==> src/design/gpt_pkg.sv <==
// shared constants, modes and configuration carriers for the timer unit
package gpt_pkg;

  // counter geometry
  localparam int TIMER_WIDTH = 16;
  localparam int NUM_TIMERS = 5;
  localparam int NUM_PINS = 11;

  // timer slot positions within the value and config vectors
  localparam int IDX_AUX_A = 0;
  localparam int IDX_CORE = 1;
  localparam int IDX_AUX_B = 2;
  localparam int IDX_PREC = 3;
  localparam int IDX_SEC = 4;

  // pin slot offsets inside the sampled pin vector
  localparam int PIN_CLK_BASE = 0;
  localparam int PIN_DIR_BASE = 5;
  localparam int PIN_CAP = 10;

  // finest resolution in system clock cycles per increment
  localparam int M1_RES_CYCLES = 4;
  localparam int M2_RES_CYCLES = 2;
  localparam logic [15:0] M1_BASE = 16'(M1_RES_CYCLES);
  localparam logic [15:0] M2_BASE = 16'(M2_RES_CYCLES);

  // values after reset, clear value, count limit and unit step
  localparam logic [15:0] VALUE_RST = 16'h0000;
  localparam logic [15:0] PRESC_RST = 16'h0000;
  localparam logic [15:0] CLEAR_VALUE = 16'h0000;
  localparam logic [15:0] MAX_VALUE = 16'hFFFF;
  localparam logic [15:0] ONE = 16'h0001;

  // basic operating modes of a timer
  typedef enum logic [1:0] {
    MODE_TIMER,
    MODE_GATED,
    MODE_COUNTER,
    MODE_ENCODER
  } timer_mode_t;

  // extra role of an auxiliary timer towards the core timer
  typedef enum logic [1:0] {
    ROLE_COUNT,
    ROLE_CAPTURE,
    ROLE_RELOAD
  } aux_role_t;

  // per-timer configuration
  typedef struct packed {
    logic run;             // counting allowed
    timer_mode_t mode;     // operating mode
    logic [2:0] presc;     // prescaler exponent, period = base << presc
    logic [1:0] edge_sel;  // bit0 rising, bit1 falling edge of count/trigger input
    logic gate_pol;        // level that opens the gate in gated mode
    logic clk_tl;          // counter mode counts toggle latch edges, not the pin
    logic dir_down;        // software direction, 1 = down
    logic dir_ext_en;      // direction pin high inverts the software direction
  } tmr_cfg_t;

  // auxiliary timer role configuration
  typedef struct packed {
    aux_role_t role;       // counting, capture or reload
    logic reload_ext;      // reload on a selected edge of its own input pin
    logic reload_tl_rise;  // reload when the core toggle latch goes high
    logic reload_tl_fall;  // reload when the core toggle latch goes low
  } aux_cfg_t;

  // capture/reload register configuration
  typedef struct packed {
    logic [1:0] edge_sel;  // bit0 rising, bit1 falling
    logic src_capture_trigger_input;       // trigger from the capture input pin
    logic src_core_clk;    // trigger from the core clock input
    logic src_core_dir;    // trigger from the core direction input
    logic clear_after;     // clear precision timer after capture
    logic reload_sec;      // reload secondary timer on its wrap
  } cap_cfg_t;

endpackage

==> src/design/pin_sampler.sv <==
// two-flop synchroniser with edge detection for one external pin
`timescale 1ns/1ns
module pin_sampler (
  input logic clk,
  input logic sys_rst,
  input logic pin,
  output logic level,
  output logic rise,
  output logic fall
);

  logic meta_q;  // first stage, read only by the second
  logic sync_q;  // synchronised level
  logic prev_q;  // level one cycle earlier

  // shift the pin through the synchroniser and history stage
  always_ff @(posedge clk) begin
    if (sys_rst) begin
      meta_q <= 1'b0;
      sync_q <= 1'b0;
      prev_q <= 1'b0;
    end else begin
      meta_q <= pin;
      sync_q <= meta_q;
      prev_q <= sync_q;
    end
  end

  // edge pulses stand in the cycle the synced level changes
  assign level = sync_q;
  assign rise = sync_q & ~prev_q;
  assign fall = ~sync_q & prev_q;

endmodule

==> src/design/timer_cell.sv <==
// one 16-bit up/down timer register with write, load and wrap detection
`timescale 1ns/1ns
module timer_cell (
  input logic clk,
  input logic sys_rst,
  input logic wr_en,
  input logic [15:0] wr_data,
  input logic load,
  input logic [15:0] load_val,
  input logic cnt_en,
  input logic up,
  output logic [15:0] value,
  output logic wrap
);

  logic [15:0] value_q;  // timer contents
  logic [15:0] value_d;  // next contents
  logic [15:0] stepped;  // contents after one count step

  // wraps naturally from FFFF to 0000 up and 0000 to FFFF down
  assign stepped = up ? 16'(value_q + gpt_pkg::ONE) : 16'(value_q - gpt_pkg::ONE);
  // wrap is flagged even when a load replaces the value
  assign wrap = cnt_en & (up ? (value_q == gpt_pkg::MAX_VALUE) : (value_q == gpt_pkg::VALUE_RST));
  // hardware load beats software write, write beats counting
  assign value_d = load ? load_val : (wr_en ? wr_data : (cnt_en ? stepped : value_q));

  // timer register
  always_ff @(posedge clk) begin
    if (sys_rst) begin
      value_q <= gpt_pkg::VALUE_RST;
    end else begin
      value_q <= value_d;
    end
  end

  assign value = value_q;

endmodule

==> src/design/general_timer_unit.sv <==
// five-timer general purpose timer unit
// Functional notes
// five 16-bit timers, concatenation within module only
// first-module timers: timer, gated, counter, encoder
// timer mode prescaled clock, counter mode pin events
// gated mode counts only while gate level
// first module resolution four clock cycles
// software direction, optionally altered by direction pin
// encoder phases derive count and direction
// core toggle latch inverts on wrap, output
// core toggle latch clocks auxiliary timers
// capture or reload role stops auxiliary timer
// capture role latches core value on pin
// reload role loads core on pin/latch edge
// opposite latch edge reloads give continuous PWM
// second module: two timers, register, two cycles
// second-module timers prescaled or external clocked
// secondary latch toggles, clocks precision, output
// secondary wrap exported, reloads from register
// register captures precision value, optional clear
// capture also from core clock/direction pins
// wrap at FFFF/0000 flags overflow/underflow
// external inputs stable one resolution period
`timescale 1ns/1ns
module general_timer_unit (
  input logic clk,
  input logic sys_rst,
  // slots: aux_timer_a, core_timer, aux_timer_b, precision_timer, secondary_timer
  input logic [4:0] timer_clock_gate_input,
  input logic [4:0] timer_direction_input,
  input logic capture_trigger_input,
  input gpt_pkg::tmr_cfg_t [4:0] tmr_cfg,
  input gpt_pkg::aux_cfg_t aux_a_cfg,
  input gpt_pkg::aux_cfg_t aux_b_cfg,
  input gpt_pkg::cap_cfg_t cap_cfg,
  input logic [4:0] tmr_wr,
  input logic [15:0] tmr_wdata,
  input logic cap_wr,
  input logic [15:0] cap_wdata,
  input logic core_out_en,
  input logic sec_out_en,
  output logic [4:0][15:0] timer_value,
  output logic [15:0] capture_reload_register,
  output logic core_toggle_latch,
  output logic secondary_toggle_latch,
  output logic core_toggle_output,
  output logic secondary_toggle_output,
  output logic secondary_wrap_event
);

  // sampled pins: clock/gate, direction, capture
  logic [10:0] pin_raw;
  logic [10:0] pin_lvl;
  logic [10:0] pin_rise;
  logic [10:0] pin_fall;

  // per-timer control
  logic [4:0] pre_tick;   // prescaler tick for each timer
  logic [4:0] cnt_en;     // timer advances this cycle
  logic [4:0] cnt_up;     // direction of that step
  logic [4:0] load;       // hardware load request
  logic [15:0] load_val [5];
  logic [4:0] wrap;       // overflow or underflow this cycle
  logic [4:0] role_idle;  // timer may count in its basic mode
  logic [4:0] tl_rise_src;  // toggle latch rising edge usable as count source
  logic [4:0] tl_fall_src;  // toggle latch falling edge usable as count source

  // state held in this module
  logic [15:0] presc_cnt_q;  // free-running prescaler base
  logic core_tl_q;           // core toggle latch
  logic sec_tl_q;            // secondary toggle latch
  logic [15:0] cap_q;        // capture/reload register
  logic core_out_q;
  logic sec_out_q;
  logic sec_wrap_q;

  // toggle latch transitions, visible in the cycle of the wrap
  logic core_tl_rise;
  logic core_tl_fall;
  logic sec_tl_rise;
  logic sec_tl_fall;

  // auxiliary role decodes
  logic cap_a_hit;
  logic cap_b_hit;
  logic rel_a_hit;
  logic rel_b_hit;
  logic cap_ev;
  logic aux_a_trig;  // selected edge on the aux_timer_a pin
  logic aux_b_trig;  // selected edge on the aux_timer_b pin

  // selected edge of a rising/falling pair
  function automatic logic edge_hit(input logic [1:0] sel, input logic r, input logic f);
    edge_hit = (sel[0] & r) | (sel[1] & f);
  endfunction

  // count step decision from the basic mode
  function automatic logic mode_tick(
    input gpt_pkg::tmr_cfg_t c,
    input logic pre,
    input logic lvl,
    input logic r,
    input logic f,
    input logic tr,
    input logic tf,
    input logic enc
  );
    logic t;
    t = 1'b0;
    unique case (c.mode)
      // prescaled system clock
      gpt_pkg::MODE_TIMER: t = pre;
      // prescaled clock only while the gate is open
      gpt_pkg::MODE_GATED: t = pre & (lvl == c.gate_pol);
      // pin events, or toggle latch edges for concatenation
      gpt_pkg::MODE_COUNTER: t = c.clk_tl ? edge_hit(c.edge_sel, tr, tf)
                                           : edge_hit(c.edge_sel, r, f);
      // any phase edge of the encoder
      gpt_pkg::MODE_ENCODER: t = enc;
    endcase
    mode_tick = c.run & t;
  endfunction

  // one vector for the synchroniser bank
  assign pin_raw = {capture_trigger_input, timer_direction_input, timer_clock_gate_input};

  // synchronise every external input
  for (genvar p = 0; p < gpt_pkg::NUM_PINS; p++) begin : g_pin
    pin_sampler u_pin (
      .clk(clk),
      .sys_rst(sys_rst),
      .pin(pin_raw[p]),
      .level(pin_lvl[p]),
      .rise(pin_rise[p]),
      .fall(pin_fall[p])
    );
  end

  // toggle latch transitions occur exactly on a wrap
  assign core_tl_rise = wrap[gpt_pkg::IDX_CORE] & ~core_tl_q;
  assign core_tl_fall = wrap[gpt_pkg::IDX_CORE] & core_tl_q;
  assign sec_tl_rise = wrap[gpt_pkg::IDX_SEC] & ~sec_tl_q;
  assign sec_tl_fall = wrap[gpt_pkg::IDX_SEC] & sec_tl_q;

  // aux timers see the core latch, precision the secondary
  assign tl_rise_src = {1'b0, sec_tl_rise, core_tl_rise, 1'b0, core_tl_rise};
  assign tl_fall_src = {1'b0, sec_tl_fall, core_tl_fall, 1'b0, core_tl_fall};

  // auxiliary timers stop while acting as capture or reload registers
  assign role_idle = {2'b11,
                      aux_b_cfg.role == gpt_pkg::ROLE_COUNT,
                      1'b1,
                      aux_a_cfg.role == gpt_pkg::ROLE_COUNT};

  // per-timer prescaler, mode and direction, then the timer
  for (genvar i = 0; i < gpt_pkg::NUM_TIMERS; i++) begin : g_tmr
    localparam int CLK_PIN = gpt_pkg::PIN_CLK_BASE + i;
    localparam int DIR_PIN = gpt_pkg::PIN_DIR_BASE + i;
    // first module at four cycles, second at two
    localparam logic [15:0] BASE = (i < 3) ? gpt_pkg::M1_BASE : gpt_pkg::M2_BASE;
    // encoder mode only exists in the first module
    localparam logic HAS_ENC = (i < 3);
    logic [15:0] mask;
    logic enc_ev;
    logic enc_up;
    logic enc_on;

    // programmable prescaler: tick once every BASE << presc cycles
    assign mask = 16'((BASE << tmr_cfg[i].presc) - gpt_pkg::ONE);
    assign pre_tick[i] = (presc_cnt_q & mask) == mask;

    // phase A on the clock input, phase B on the direction input
    assign enc_ev = HAS_ENC & (pin_rise[CLK_PIN] | pin_fall[CLK_PIN] |
                               pin_rise[DIR_PIN] | pin_fall[DIR_PIN]);
    // A edge counts up when A differs from B, B edge when they match
    assign enc_up = (pin_rise[CLK_PIN] | pin_fall[CLK_PIN]) ?
                    (pin_lvl[CLK_PIN] != pin_lvl[DIR_PIN]) :
                    (pin_lvl[CLK_PIN] == pin_lvl[DIR_PIN]);
    assign enc_on = HAS_ENC & (tmr_cfg[i].mode == gpt_pkg::MODE_ENCODER);

    // count enable from the mode, gated by the auxiliary role
    assign cnt_en[i] = role_idle[i] &
                       mode_tick(tmr_cfg[i], pre_tick[i], pin_lvl[CLK_PIN],
                                 pin_rise[CLK_PIN], pin_fall[CLK_PIN],
                                 tl_rise_src[i], tl_fall_src[i], enc_ev);

    // software direction, optionally inverted by the direction pin
    assign cnt_up[i] = enc_on ? (enc_up ^ tmr_cfg[i].dir_down) :
                       ~(tmr_cfg[i].dir_down ^ (tmr_cfg[i].dir_ext_en & pin_lvl[DIR_PIN]));

    timer_cell u_cell (
      .clk(clk),
      .sys_rst(sys_rst),
      .wr_en(tmr_wr[i]),
      .wr_data(tmr_wdata),
      .load(load[i]),
      .load_val(load_val[i]),
      .cnt_en(cnt_en[i]),
      .up(cnt_up[i]),
      .value(timer_value[i]),
      .wrap(wrap[i])
    );
  end

  // selected edge on each auxiliary pin, shared by capture and reload
  assign aux_a_trig = edge_hit(tmr_cfg[gpt_pkg::IDX_AUX_A].edge_sel,
                               pin_rise[gpt_pkg::PIN_CLK_BASE + gpt_pkg::IDX_AUX_A],
                               pin_fall[gpt_pkg::PIN_CLK_BASE + gpt_pkg::IDX_AUX_A]);
  assign aux_b_trig = edge_hit(tmr_cfg[gpt_pkg::IDX_AUX_B].edge_sel,
                               pin_rise[gpt_pkg::PIN_CLK_BASE + gpt_pkg::IDX_AUX_B],
                               pin_fall[gpt_pkg::PIN_CLK_BASE + gpt_pkg::IDX_AUX_B]);

  // capture role: latch the core timer on the auxiliary input edge
  assign cap_a_hit = (aux_a_cfg.role == gpt_pkg::ROLE_CAPTURE) & aux_a_trig;
  assign cap_b_hit = (aux_b_cfg.role == gpt_pkg::ROLE_CAPTURE) & aux_b_trig;

  // reload role: pin edge or chosen core latch transition
  assign rel_a_hit = (aux_a_cfg.role == gpt_pkg::ROLE_RELOAD) &
                     ((aux_a_cfg.reload_ext & aux_a_trig) |
                      (aux_a_cfg.reload_tl_rise & core_tl_rise) |
                      (aux_a_cfg.reload_tl_fall & core_tl_fall));
  assign rel_b_hit = (aux_b_cfg.role == gpt_pkg::ROLE_RELOAD) &
                     ((aux_b_cfg.reload_ext & aux_b_trig) |
                      (aux_b_cfg.reload_tl_rise & core_tl_rise) |
                      (aux_b_cfg.reload_tl_fall & core_tl_fall));

  // capture trigger: own pin or core clock/direction pin
  assign cap_ev = (cap_cfg.src_capture_trigger_input &
                   edge_hit(cap_cfg.edge_sel, pin_rise[gpt_pkg::PIN_CAP],
                            pin_fall[gpt_pkg::PIN_CAP])) |
                  (cap_cfg.src_core_clk &
                   edge_hit(cap_cfg.edge_sel,
                            pin_rise[gpt_pkg::PIN_CLK_BASE + gpt_pkg::IDX_CORE],
                            pin_fall[gpt_pkg::PIN_CLK_BASE + gpt_pkg::IDX_CORE])) |
                  (cap_cfg.src_core_dir &
                   edge_hit(cap_cfg.edge_sel,
                            pin_rise[gpt_pkg::PIN_DIR_BASE + gpt_pkg::IDX_CORE],
                            pin_fall[gpt_pkg::PIN_DIR_BASE + gpt_pkg::IDX_CORE]));

  // hardware loads into each timer
  assign load[gpt_pkg::IDX_AUX_A] = cap_a_hit;
  assign load_val[gpt_pkg::IDX_AUX_A] = timer_value[gpt_pkg::IDX_CORE];
  assign load[gpt_pkg::IDX_AUX_B] = cap_b_hit;
  assign load_val[gpt_pkg::IDX_AUX_B] = timer_value[gpt_pkg::IDX_CORE];
  // opposite latch edges alternate two reloads: PWM
  assign load[gpt_pkg::IDX_CORE] = rel_a_hit | rel_b_hit;
  assign load_val[gpt_pkg::IDX_CORE] = rel_a_hit ? timer_value[gpt_pkg::IDX_AUX_A]
                                                 : timer_value[gpt_pkg::IDX_AUX_B];
  // precision timer cleared on the same clock edge as a capture when asked
  assign load[gpt_pkg::IDX_PREC] = cap_ev & cap_cfg.clear_after;
  assign load_val[gpt_pkg::IDX_PREC] = gpt_pkg::CLEAR_VALUE;
  // secondary wrap reloads it from the capture/reload register
  assign load[gpt_pkg::IDX_SEC] = wrap[gpt_pkg::IDX_SEC] & cap_cfg.reload_sec;
  assign load_val[gpt_pkg::IDX_SEC] = cap_q;

  // free-running prescaler base shared by all timers
  always_ff @(posedge clk) begin
    if (sys_rst) begin
      presc_cnt_q <= gpt_pkg::PRESC_RST;
    end else begin
      presc_cnt_q <= 16'(presc_cnt_q + gpt_pkg::ONE);
    end
  end

  // toggle latches invert on every wrap of their timer
  always_ff @(posedge clk) begin
    if (sys_rst) begin
      core_tl_q <= 1'b0;
      sec_tl_q <= 1'b0;
    end else begin
      core_tl_q <= core_tl_q ^ wrap[gpt_pkg::IDX_CORE];
      sec_tl_q <= sec_tl_q ^ wrap[gpt_pkg::IDX_SEC];
    end
  end

  // capture/reload register: a capture wins over a software write
  always_ff @(posedge clk) begin
    if (sys_rst) begin
      cap_q <= gpt_pkg::VALUE_RST;
    end else if (cap_ev) begin
      cap_q <= timer_value[gpt_pkg::IDX_PREC];
    end else if (cap_wr) begin
      cap_q <= cap_wdata;
    end
  end

  // registered pin drivers and the exported secondary wrap event
  always_ff @(posedge clk) begin
    if (sys_rst) begin
      core_out_q <= 1'b0;
      sec_out_q <= 1'b0;
      sec_wrap_q <= 1'b0;
    end else begin
      core_out_q <= core_out_en & core_tl_q;
      sec_out_q <= sec_out_en & sec_tl_q;
      sec_wrap_q <= wrap[gpt_pkg::IDX_SEC];
    end
  end

  assign capture_reload_register = cap_q;
  assign core_toggle_latch = core_tl_q;
  assign secondary_toggle_latch = sec_tl_q;
  assign core_toggle_output = core_out_q;
  assign secondary_toggle_output = sec_out_q;
  assign secondary_wrap_event = sec_wrap_q;

endmodule

==> config.mk <==
export PLATFORM = sky130hd
export DESIGN_NAME = general_timer_unit
export DESIGN_NICKNAME = d
export VERILOG_FILES = /design/src/design/gpt_pkg.sv /design/src/design/pin_sampler.sv /design/src/design/timer_cell.sv /design/src/design/general_timer_unit.sv
export SDC_FILE = /design/constraint.sdc
export NUM_CORES = 1
export LEC_CHECK = 0
export ABC_AREA = 1
export BUFFER_PORTS_ARGS = -buffer_cell sky130_fd_sc_hd__clkbuf_2
export CAP_MARGIN = 10
export CELL_PAD_IN_SITES_DETAIL_PLACEMENT = 1
export CELL_PAD_IN_SITES_GLOBAL_PLACEMENT = 2
export CORE_AREA = 2 2 203 205
export CTS_BUF_LIST = sky130_fd_sc_hd__clkbuf_16
export CTS_CLUSTER_SIZE = 24
export DETAILED_ROUTE_END_ITERATION = 7
export DIE_AREA = 0 0 205 207
export GPL_TIMING_DRIVEN = 0
export PLACE_DENSITY = 0.84
export RECOVER_POWER = 50
export SLEW_MARGIN = 20
export SYNTH_ARGS = -nofsm -noshare
export SYNTH_HDL_FRONTEND = slang
export SYNTH_SLANG_ARGS = --single-unit
==> constraint.sdc <==
create_clock -name clk -period 5.9 [get_ports clk]
set_input_delay 1.18 -clock clk [delete_from_list [all_inputs] [get_ports clk]]
set_output_delay 1.18 -clock clk [all_outputs]
set_load 0.02 [all_outputs]
==> qor.csv, run 1 <==
metric,value,unit
status,completed,
final hold violation count,0,
layout cells sized above 1,9.530,%
routed wire length,56.67,mm
Max-slew headroom,39.06,%
post-synthesis cell area,12280,µm²
starting density of the core,30.41,%
top-count cell post-synth,nand2_1,
DR iter-0 viols,862,
synth cell count leaders,"nand2_1 (644), inv_1 (267), nor2_1 (239)",
Pwr per Cell Area,245.1,nW/µm²
"Seq/Total Area, Yosys",22.99,%
delay of the slowest critical-path stage,0.50,ns
Worst EP arrival,5.04,ns
Synth Net Count,2320,
Adder-Cell Fraction of Synth Area,9.070,%
Fillers,5599,
clk sinks,141,
fmax,212.3,MHz
unrepaired setup endpoints after global routing,false,
Final nets,2564,
worst path bufs/invs,4,
vias per cell,5.119,
static leakage,7.330,nW
Worst path most repeated cell,nand2_1,
number of placement rows,74,
Port-buffer cells,225,
worst path required time,6.23,ns
Synth cell types,47,
GPL Wtd Cong,0.9101,
Synth Flop Type,dfxtp_1,
Max Root-Sink Buffers,2,
hold-fix buffers at CTS,0,
pre-CTS setup slack,0.6999,ns
post-route setup slack,1.190,ns
largest fanout on the critical path,16,
remaining global-route overflow,0,
register area,2823,µm²
max_cap viols,0,
clock latency on the worst-skew pair,0.44,ns
die width,205,µm
Post-DRT Antenna Nets,0,
main combinational cell family by area after synthesis,simple AND/OR/NAND/NOR gates,
clock root buffer,clkbuf_16,
die area,42440,µm²
Core ar.,40370,µm²
Synth Instances,2104,
total CTS buffers,17,
kind of critical path,in2reg,
H-tree Lvls,4,
All-Layer GR Usage,26.52,%
Post-Layout Inst Area,14540,µm²
multi-input logic area,8120,µm²
Synth area leader,dfxtp_1,
global-route wire length before repair,86.31,mm
"critical path, cell by cell",clkbuf_2 > nand2_1 > inv_1 > nand4_1 > nand2_1 > nand2_1 > nand2_1 > nand4_1 > a21oi_1 > ha_1 > a22oi_1 > nand2_1 > nand2_1 > nand2_2 > nor2_1 > nand2_1 > inv_1 > buf_4 > nor2_1 > a21oi_1,
top post-synthesis cells by area,"dfxtp_1 (23%), nand2_1 (20%), ha_1 (8.3%), inv_1 (8.2%), nand3_1 (7.4%)",
drt pass-1 iters,5,
post-DP HPWL,47.27,mm
postcts setup bufs,0,
post_cts resized,0,
post-synthesis mux area share,0,%
yosys warns,0,
Post-route DRC,0,
Die H,207,µm
Clock Skew,0.007610,ns
Compound-Gate Fraction of Synth Area,15.88,%
"Slowest-stage cell, CP",nand2_1,
Hold Path Class,reg2reg,
number of synthesized flops with an enable pin,0,
vias in the first global route,14850,
largest net degree at the start of global routing,18,
VDD IR-drop max,0.2068,mV
Simple-Gate Fraction of Synth Area,39.47,%
max-slew violation count,0,
Synth top area share,22.99,%
Min Hold Slack,0.4039,ns
vias,14830,
CTS tree,yes,
initial antenna violation count,3,
final period utilization,79.82,%
Worst-Margin Slew,0.9141,ns
fin crit period,4.710,ns
Top Family by Delay on Critical Path,simple AND/OR/NAND/NOR gates,
Post-Synth XOR/XNOR Area,1.783,%
total negative setup slack,0,ns
# IOs,231,
asr flop ratio synth,0,%
"Cell Area, Placed",14070,µm²
wire per inst,19.57,µm
Final setup viols,0,
Critical Path End Type,flip-flop,
Area Growth Syn to Fin,18.41,%
"FF+latch count, synth",141,
Critical Path Source Type,input port,
"Clk pin slew, worst setup/hold paths",0.06,ns
post-synthesis area per instance,5.836,µm²
-- metrics by stage --
step                      power (W)  cells  util (%)
final                      0.003563   2896     36.02
after global placement     0.002450   2861     34.85
after global routing       0.003780   2896     36.02
after CTS                  0.003577   2893     36.28
after floorplan            0.002004   2104         -
after detailed placement   0.002486   2861     34.85
-- logic make-up after synthesis --
family,count (synthesis)
xor+xnor,25
fa+ha+maj,86
flops,141
simple gates,1156
compound gates,361
buf+inv,335
-- final cells by class --
| class | count | share of cell area, % |
|---|---|---|
| Antenna cell | 3 | 0.05164 |
| Buffer | 57 | 1.945 |
| Clock buffer | 17 | 2.926 |
| Clock inverter | 15 | 1.024 |
| Inverter | 278 | 7.186 |
| Multi-Input combinational cell | 1628 | 55.85 |
| Sequential cell | 141 | 19.41 |
| Tap cell | 532 | 4.578 |
| Timing Repair Buffer | 225 | 7.022 |
-- layout by cell type (no fill, tap or decap), types with 4 or more instances in the layout --
| cell | count |
|---|---|
| nand3_2 | 4 |
| nor2_1 | 240 |
| clkbuf_2 | 141 |
| o21a_1 | 5 |
| o21ai_1 | 8 |
| inv_2 | 4 |
| clkbuf_16 | 17 |
| clkinv_2 | 5 |
| nand2_2 | 8 |
| ha_1 | 81 |
| clkinv_1 | 6 |
| buf_2 | 7 |
| nand4_1 | 30 |
| nand3b_1 | 9 |
| nor3_1 | 13 |
| and2_1 | 4 |
| nand2_1 | 644 |
| fa_1 | 5 |
| xor2_1 | 14 |
| inv_1 | 268 |
| clkbuf_1 | 123 |
| nand2_4 | 4 |
| dfxtp_1 | 141 |
| a21boi_0 | 4 |
| a21oi_1 | 159 |
| a21o_1 | 8 |
| or2_2 | 6 |
| clkinvlp_4 | 4 |
| buf_6 | 5 |
| nand3_1 | 182 |
| o21bai_1 | 9 |
| o21ai_0 | 123 |
| xnor2_1 | 11 |
| nor4_1 | 4 |
| o22ai_1 | 14 |
| a31oi_1 | 20 |
-- final timing paths --
path / start / end / slack (ns) / cells after the start
max: tmr_cfg[21] / g_tmr[1].u_cell.value[14] / 1.19 / 20
min: g_pin[10].u_pin.meta_q / g_pin[10].u_pin.level / 0.40 / 2
max reg2reg: g_pin[1].u_pin.level / g_tmr[1].u_cell.value[14] / 1.38 / 19
min reg2reg: g_pin[10].u_pin.meta_q / g_pin[10].u_pin.level / 0.40 / 2
-- worst min-delay path: stages (launching register included) --
cell     delay (ns)
dfxtp_1        0.30
inv_1          0.04
nor2_1         0.03
-- per-layer routing --
layer  part of all wire, %  vias to the layer above  track usage (%)  wire, µm
met3                   4.5                       80            2.643      2542
met4                   3.7                        0            10.07      2103
li1                      -                     7314                -         -
met2                    44                      354            42.21     25180
met5                     0                        -                0         0
met1                    47                     7077            36.81     26840
-- sequential cells by signal (all words and copies together) (netlist names) --
register                 cells
g_tmr.u_cell.value          80
capture_reload_register     16
g_pin.u_pin.level           11
g_pin.u_pin.meta_q          11
g_pin.u_pin.prev_q           9
presc_cnt_q                  9
core_toggle_latch            1
core_toggle_output           1
secondary_toggle_latch       1
secondary_toggle_output      1
secondary_wrap_event         1
-- power breakdown --
part,switching [W],internal (W),total [W]
clock network,0.000474,0.000620,0.00109
logic,0.000881,0.000428,0.00131
registers,0.000135,0.00103,0.00116
(Power assumes the default switching activity.)
==> inputs of run 2 (changes only) <==
CORE_AREA = 2 2 209 211   (was 2 2 203 205)
DIE_AREA = 0 0 211 213   (was 0 0 205 207)
PLACE_DENSITY = 0.8   (was 0.84)
clock period = 4.4 ns   (was 5.9 ns; I/O delays follow)
==> run 2 against run 1 <==
  * Wire length rose by 1.0%
  * Global-route usage fell by 1.1 points
  * Critical path type is now reg2reg
  * Final cell count rose by 0.59%
  * Utilization fell by 1.8 points
  * Clock power grew 39%
  * Count of clock-buffer cells in the layout unchanged
  * Sequential share of layout area decreased by 0.077 points
  * Cell area increased by 0.40%
  * Clock skew rose by 0.0051 ns
  * Power increased by 36%
  * Critical endpoint is now g_tmr[1].u_cell.value[2]
  * Sequential power increased by 34%
==> qor.csv, run 2 (synthesized netlist as in run 1, its figures left out) <==
metric,value,unit
status,completed,
total CTS buffers,17,
total power,0.004830,W
H-tree Lvls,4,
clock latency on the worst-skew pair,0.44,ns
DR iter-0 viols,1051,
largest fanout on the critical path,16,
remaining global-route overflow,0,
clk sinks,141,
hold-fix buffers at CTS,0,
drt pass-1 iters,5,
die area,44940,µm²
fin crit period,4.098,ns
clock root buffer,clkbuf_16,
"Clk pin slew, worst setup/hold paths",0.07,ns
Critical Path End Type,flip-flop,
vias per cell,5.034,
Core ar.,42700,µm²
routed wire length,57.25,mm
unrepaired setup endpoints after global routing,false,
Clock Skew,0.01271,ns
global-route wire length before repair,86.61,mm
Die H,213,µm
Worst-Margin Slew,0.8798,ns
vias in the first global route,14820,
wire per inst,19.65,µm
max reg flops,80,
starting density of the core,28.76,%
Post-DRT Antenna Nets,0,
Pwr per Cell Area,330.9,nW/µm²
max_cap viols,0,
CTS tree,yes,
"most common cell after layout, fill and taps aside",nand2_1,
Critical Path Source Type,flip-flop,
# IOs,231,
final period utilization,93.13,%
most frequent cells in the layout,"nand2_1 (643), inv_1 (268), nor2_1 (240), nand3_1 (182), a21oi_1 (158)",
VDD IR-drop max,0.2933,mV
Max-slew headroom,41.34,%
worst path required time,4.72,ns
post-DP HPWL,47.91,mm
GPL Wtd Cong,0.9273,
All-Layer GR Usage,25.47,%
Post-route DRC,0,
fmax,244.0,MHz
largest net degree at the start of global routing,18,
Port-buffer cells,225,
# placed instances,2875,
Min Hold Slack,0.4055,ns
total negative setup slack,0,ns
initial antenna violation count,10,
Worst EP arrival,4.42,ns
number of placement rows,76,
Final setup viols,0,
Max Root-Sink Buffers,2,
kind of critical path,reg2reg,
die width,211,µm
non-filler instance count after layout,2913,
Hold Path Class,reg2reg,
Final nets,2564,
layout cells sized above 1,9.576,%
vias,14660,
Area Growth Syn to Fin,18.88,%
max-slew violation count,0,
Fillers,5809,
static leakage,7.330,nW
final hold violation count,0,
run 2: report_power, final:
part	switching [W]	leakage, nW	internal [W]
clock network	0.000626	0.281	0.000890
registers	0.000185	1.16	0.00138
logic	0.00118	5.89	0.000574
run 2: per-layer routing:
metal / up-vias / global-route usage [%] / wire (µm)
li1: 7304 / - / -
met4: 2 / 9.082 / 1897
met3: 85 / 2.721 / 2369
met5: - / 0 / 10
met2: 333 / 41.58 / 25740
met1: 6940 / 34.78 / 27240
run 2: repair_timing:
item	4_1_cts	5_1_grt
endpoints found under the setup margin	16	25
gates resized for setup	2	3
setup buffers	0	0
run 2: layout make-up:
| class | instances | area (µm²) | area share [%] |
|---|---|---|---|
| repair buffers | 225 | 1020 | 6.986 |
| diodes | 7 | 17.52 | 0.1200 |
| clock buffers | 17 | 425.4 | 2.914 |
| multi-input cells | 1628 | 8132 | 55.71 |
| plain buffers | 57 | 282.8 | 1.937 |
| flip-flops and latches | 141 | 2823 | 19.34 |
| inverters | 278 | 1045 | 7.158 |
| well taps | 546 | 683.2 | 4.680 |
| clock inverters | 14 | 168.9 | 1.157 |
run 2: worst paths after layout:
path	from	endpoint	slack, ns	depth (start not counted)
max	g_pin[1].u_pin.level	g_tmr[1].u_cell.value[2]	0.30	18
min	g_pin[10].u_pin.meta_q	g_pin[10].u_pin.level	0.41	2
max reg2reg	g_pin[1].u_pin.level	g_tmr[1].u_cell.value[2]	0.30	18
min reg2reg	g_pin[10].u_pin.meta_q	g_pin[10].u_pin.level	0.41	2
run 2: through the flow:
stage / utilization (%) / instance area, µm² / worst slack (ns)
floorplan: - / 12280 / 1.139
global placement: 32.99 / 14090 / -0.5295
detailed placement: 32.99 / 14090 / -0.5820
CTS: 34.40 / 14690 / 0.03146
global route: 34.19 / 14600 / 0.001434
finish: 34.19 / 14600 / 0.3025
run 2: worst max-delay path, stage by stage, from the launching register on:
cell	delay, ns
dfxtp_1	0.36
ha_1	0.34
inv_1	0.05
nand2_1	0.07
nand4_1	0.23
nand2_1	0.16
nand2_1	0.09
nand2_2	0.30
nand4_1	0.21
a21oi_2	0.30
ha_2	0.39
a22oi_1	0.15
nand2_2	0.21
nand2_2	0.20
nand2_2	0.19
buf_1	0.35
o21ai_0	0.18
nor2_1	0.14
nor2_1	0.05
==> inputs of run 3 (changes only) <==
CTS_CLUSTER_DIAMETER = 120   (was not set)
clock period = 3.9 ns   (was 4.4 ns; I/O delays follow)
==> run 3 against run 2 <==
  * Via count up 0.84%
  * Cell area increased by 0.65%
  * Combinational power increased by 14%
  * Largest power group unchanged
==> qor.csv, run 3 (synthesized netlist as in run 1, its figures left out) <==
metric,value,unit
status,completed,
Final Core Density,34.41,%
kind of critical path,reg2reg,
max_cap viols,0,
VDD IR-drop max,0.3306,mV
die width,211,µm
r2r setup slk,0.28,ns
fin crit period,3.616,ns
fmax,276.6,MHz
"Clk pin slew, worst setup/hold paths",0.07,ns
Worst EP arrival,3.97,ns
clock power share,31.4,%
Max Root-Sink Buffers,2,
Die H,213,µm
Final nets,2569,
Hold Path Class,reg2reg,
Area Growth Syn to Fin,19.66,%
vias per cell,5.066,
Hold Path Cell Cnt,2,
post-DP HPWL,47.91,mm
worst path bufs/invs,3,
max-slew violation count,0,
initial antenna violation count,11,
Reg power frac,32.2,%
Post-route DRC,0,
"Slowest-stage cell, CP",clkbuf_1,
Core ar.,42700,µm²
remaining global-route overflow,0,
final hold violation count,0,
wire per inst,19.67,µm
Worst path most repeated cell,nand2_1,
Worst Min Path Start,g_pin[7].u_pin.meta_q,
GPL Wtd Cong,0.9273,
Final setup viols,0,
vias in the first global route,14810,
Min Hold Slack,0.4045,ns
drt pass-1 iters,5,
r2r startpoint,g_tmr[1].u_cell.value[0],
Critical Path Source Type,flip-flop,
unrepaired setup endpoints after global routing,false,
Worst Hold Path EP,g_pin[7].u_pin.level,
clk sinks,141,
Worst-Margin Slew,0.8840,ns
worst path required time,4.25,ns
H-tree Lvls,4,
clock root buffer,clkbuf_16,
Port-buffer cells,225,
die area,44940,µm²
max reg flops,80,
total negative setup slack,0,ns
layout cells sized above 1,9.894,%
global-route wire length before repair,86.64,mm
Max-slew headroom,41.07,%
total power,0.005461,W
routed wire length,57.41,mm
static leakage,7.377,nW
# IOs,231,
Clock Skew,0.01345,ns
final period utilization,92.71,%
# placed instances,2875,
most frequent cells in the layout,"nand2_1 (641), inv_1 (268), nor2_1 (240), nand3_1 (181), a21oi_1 (158)",
Critical Path End Type,flip-flop,
worst r2r dst,g_tmr[2].u_cell.value[13],
hold-fix buffers at CTS,0,
Sw Pwr,0.002251,W
largest fanout on the critical path,10,
Top Family by Delay on Critical Path,simple AND/OR/NAND/NOR gates,
All-Layer GR Usage,25.49,%
internal power,0.003209,W
Comb pwr share,36.4,%
total CTS buffers,17,
number of placement rows,76,
clock latency on the worst-skew pair,0.44,ns
Pwr per Cell Area,371.7,nW/µm²
delay of the slowest critical-path stage,0.55,ns
Post-DRT Antenna Nets,0,
largest net degree at the start of global routing,18,
non-filler instance count after layout,2919,
"critical path, cell by cell",clkbuf_1 > nand4_1 > nor4_1 > nand2_1 > a21oi_4 > ha_4 > buf_4 > nand2_1 > nand2_1 > nand2_1 > nand3b_1 > nand3_1 > nand2_1 > nand2_2 > nand2_4 > buf_4 > nand3_1 > a21oi_1,
switch share,41.23,%
CTS tree,yes,
FF-to-FF path depth,18,
starting density of the core,28.76,%
"most common cell after layout, fill and taps aside",nand2_1,
DR iter-0 viols,1057,
vias,14790,
-- run 3: cell count changes in the layout (fill, tap and decap cells not counted), moves of 2 or more --
cell	change
buf_4	+5
nand2_4	+3
clkbuf_1	+2
ha_2	-2
ha_4	+2
nand2_1	-2
-- run 3: worst register-to-register path: stages (launching register included) --
cell	delay [ns]
dfxtp_1	0.40
clkbuf_1	0.55
nand4_1	0.16
nor4_1	0.44
nand2_1	0.17
a21oi_4	0.28
ha_4	0.25
buf_4	0.14
nand2_1	0.04
nand2_1	0.06
nand2_1	0.05
nand3b_1	0.08
nand3_1	0.06
nand2_1	0.11
nand2_2	0.08
nand2_4	0.18
buf_4	0.22
nand3_1	0.13
a21oi_1	0.14
-- run 3: area by class of cell --
type | instances | area (µm²)
fill | 5800 | 28000
multi-input combinational | 1628 | 8184
sequential | 141 | 2824
timing repair buffer | 230 | 1054
inverter | 278 | 1045
tap | 546 | 683.2
clock buffer | 17 | 425.4
buffer | 57 | 287.8
clock inverter | 14 | 168.9
antenna | 8 | 20.02
-- run 3: power groups by stage --
| stage | registers, W | logic [W] | clock network (W) |
|---|---|---|---|
| 2_1_floorplan | 0.00180 | 0.00123 | 0 |
| 3_3_place_gp | 0.00179 | 0.00193 | 0 |
| 3_5_place_dp | 0.00179 | 0.00198 | 0 |
| 4_1_cts | 0.00176 | 0.00199 | 0.00173 |
| 5_1_grt | 0.00177 | 0.00224 | 0.00179 |
| 6_report | 0.00176 | 0.00199 | 0.00171 |
-- run 3: repair_timing --
| item | CTS | global route |
|---|---|---|
| buffers inserted | 0 | 5 |
| setup endpoints to repair | 48 | 27 |
| hold endpoints to repair | 0 | 0 |
| pin swaps | 0 | 6 |
| resized for setup | 10 | 7 |
-- run 3: layer usage --
layer  routed length, µm  GRT usage [%]
met1               27180          34.76
met2               25970          41.66
met3                2446          2.692
met4                1807          9.131
met5                   9              0
-- run 3: worst max path at each step --
stage | startpoint | end | slack, ns | cells after the start
2_1_floorplan | tmr_cfg[21] | g_tmr[1].u_cell.value[3] | 0.74 | 20
6_report | g_tmr[1].u_cell.value[0] | g_tmr[2].u_cell.value[13] | 0.28 | 18
4_1_cts | g_pin[1].u_pin.level | g_tmr[1].u_cell.value[12] | 0.02 | 20
3_5_place_dp | tmr_cfg[21] | g_tmr[1].u_cell.value[10] | -0.98 | 18
5_1_grt | g_pin[1].u_pin.prev_q | g_tmr[1].u_cell.value[12] | 0.03 | 21
3_3_place_gp | tmr_cfg[21] | g_tmr[1].u_cell.value[12] | -0.93 | 18
-- run 3: stage by stage --
stage,cell area [µm²],setup slack (ns)
after global placement,14090,-0.9295
after CTS,14730,0.01838
after floorplan,12280,0.7387
after detailed placement,14090,-0.9820
final,14690,0.2844
after global routing,14690,0.02781
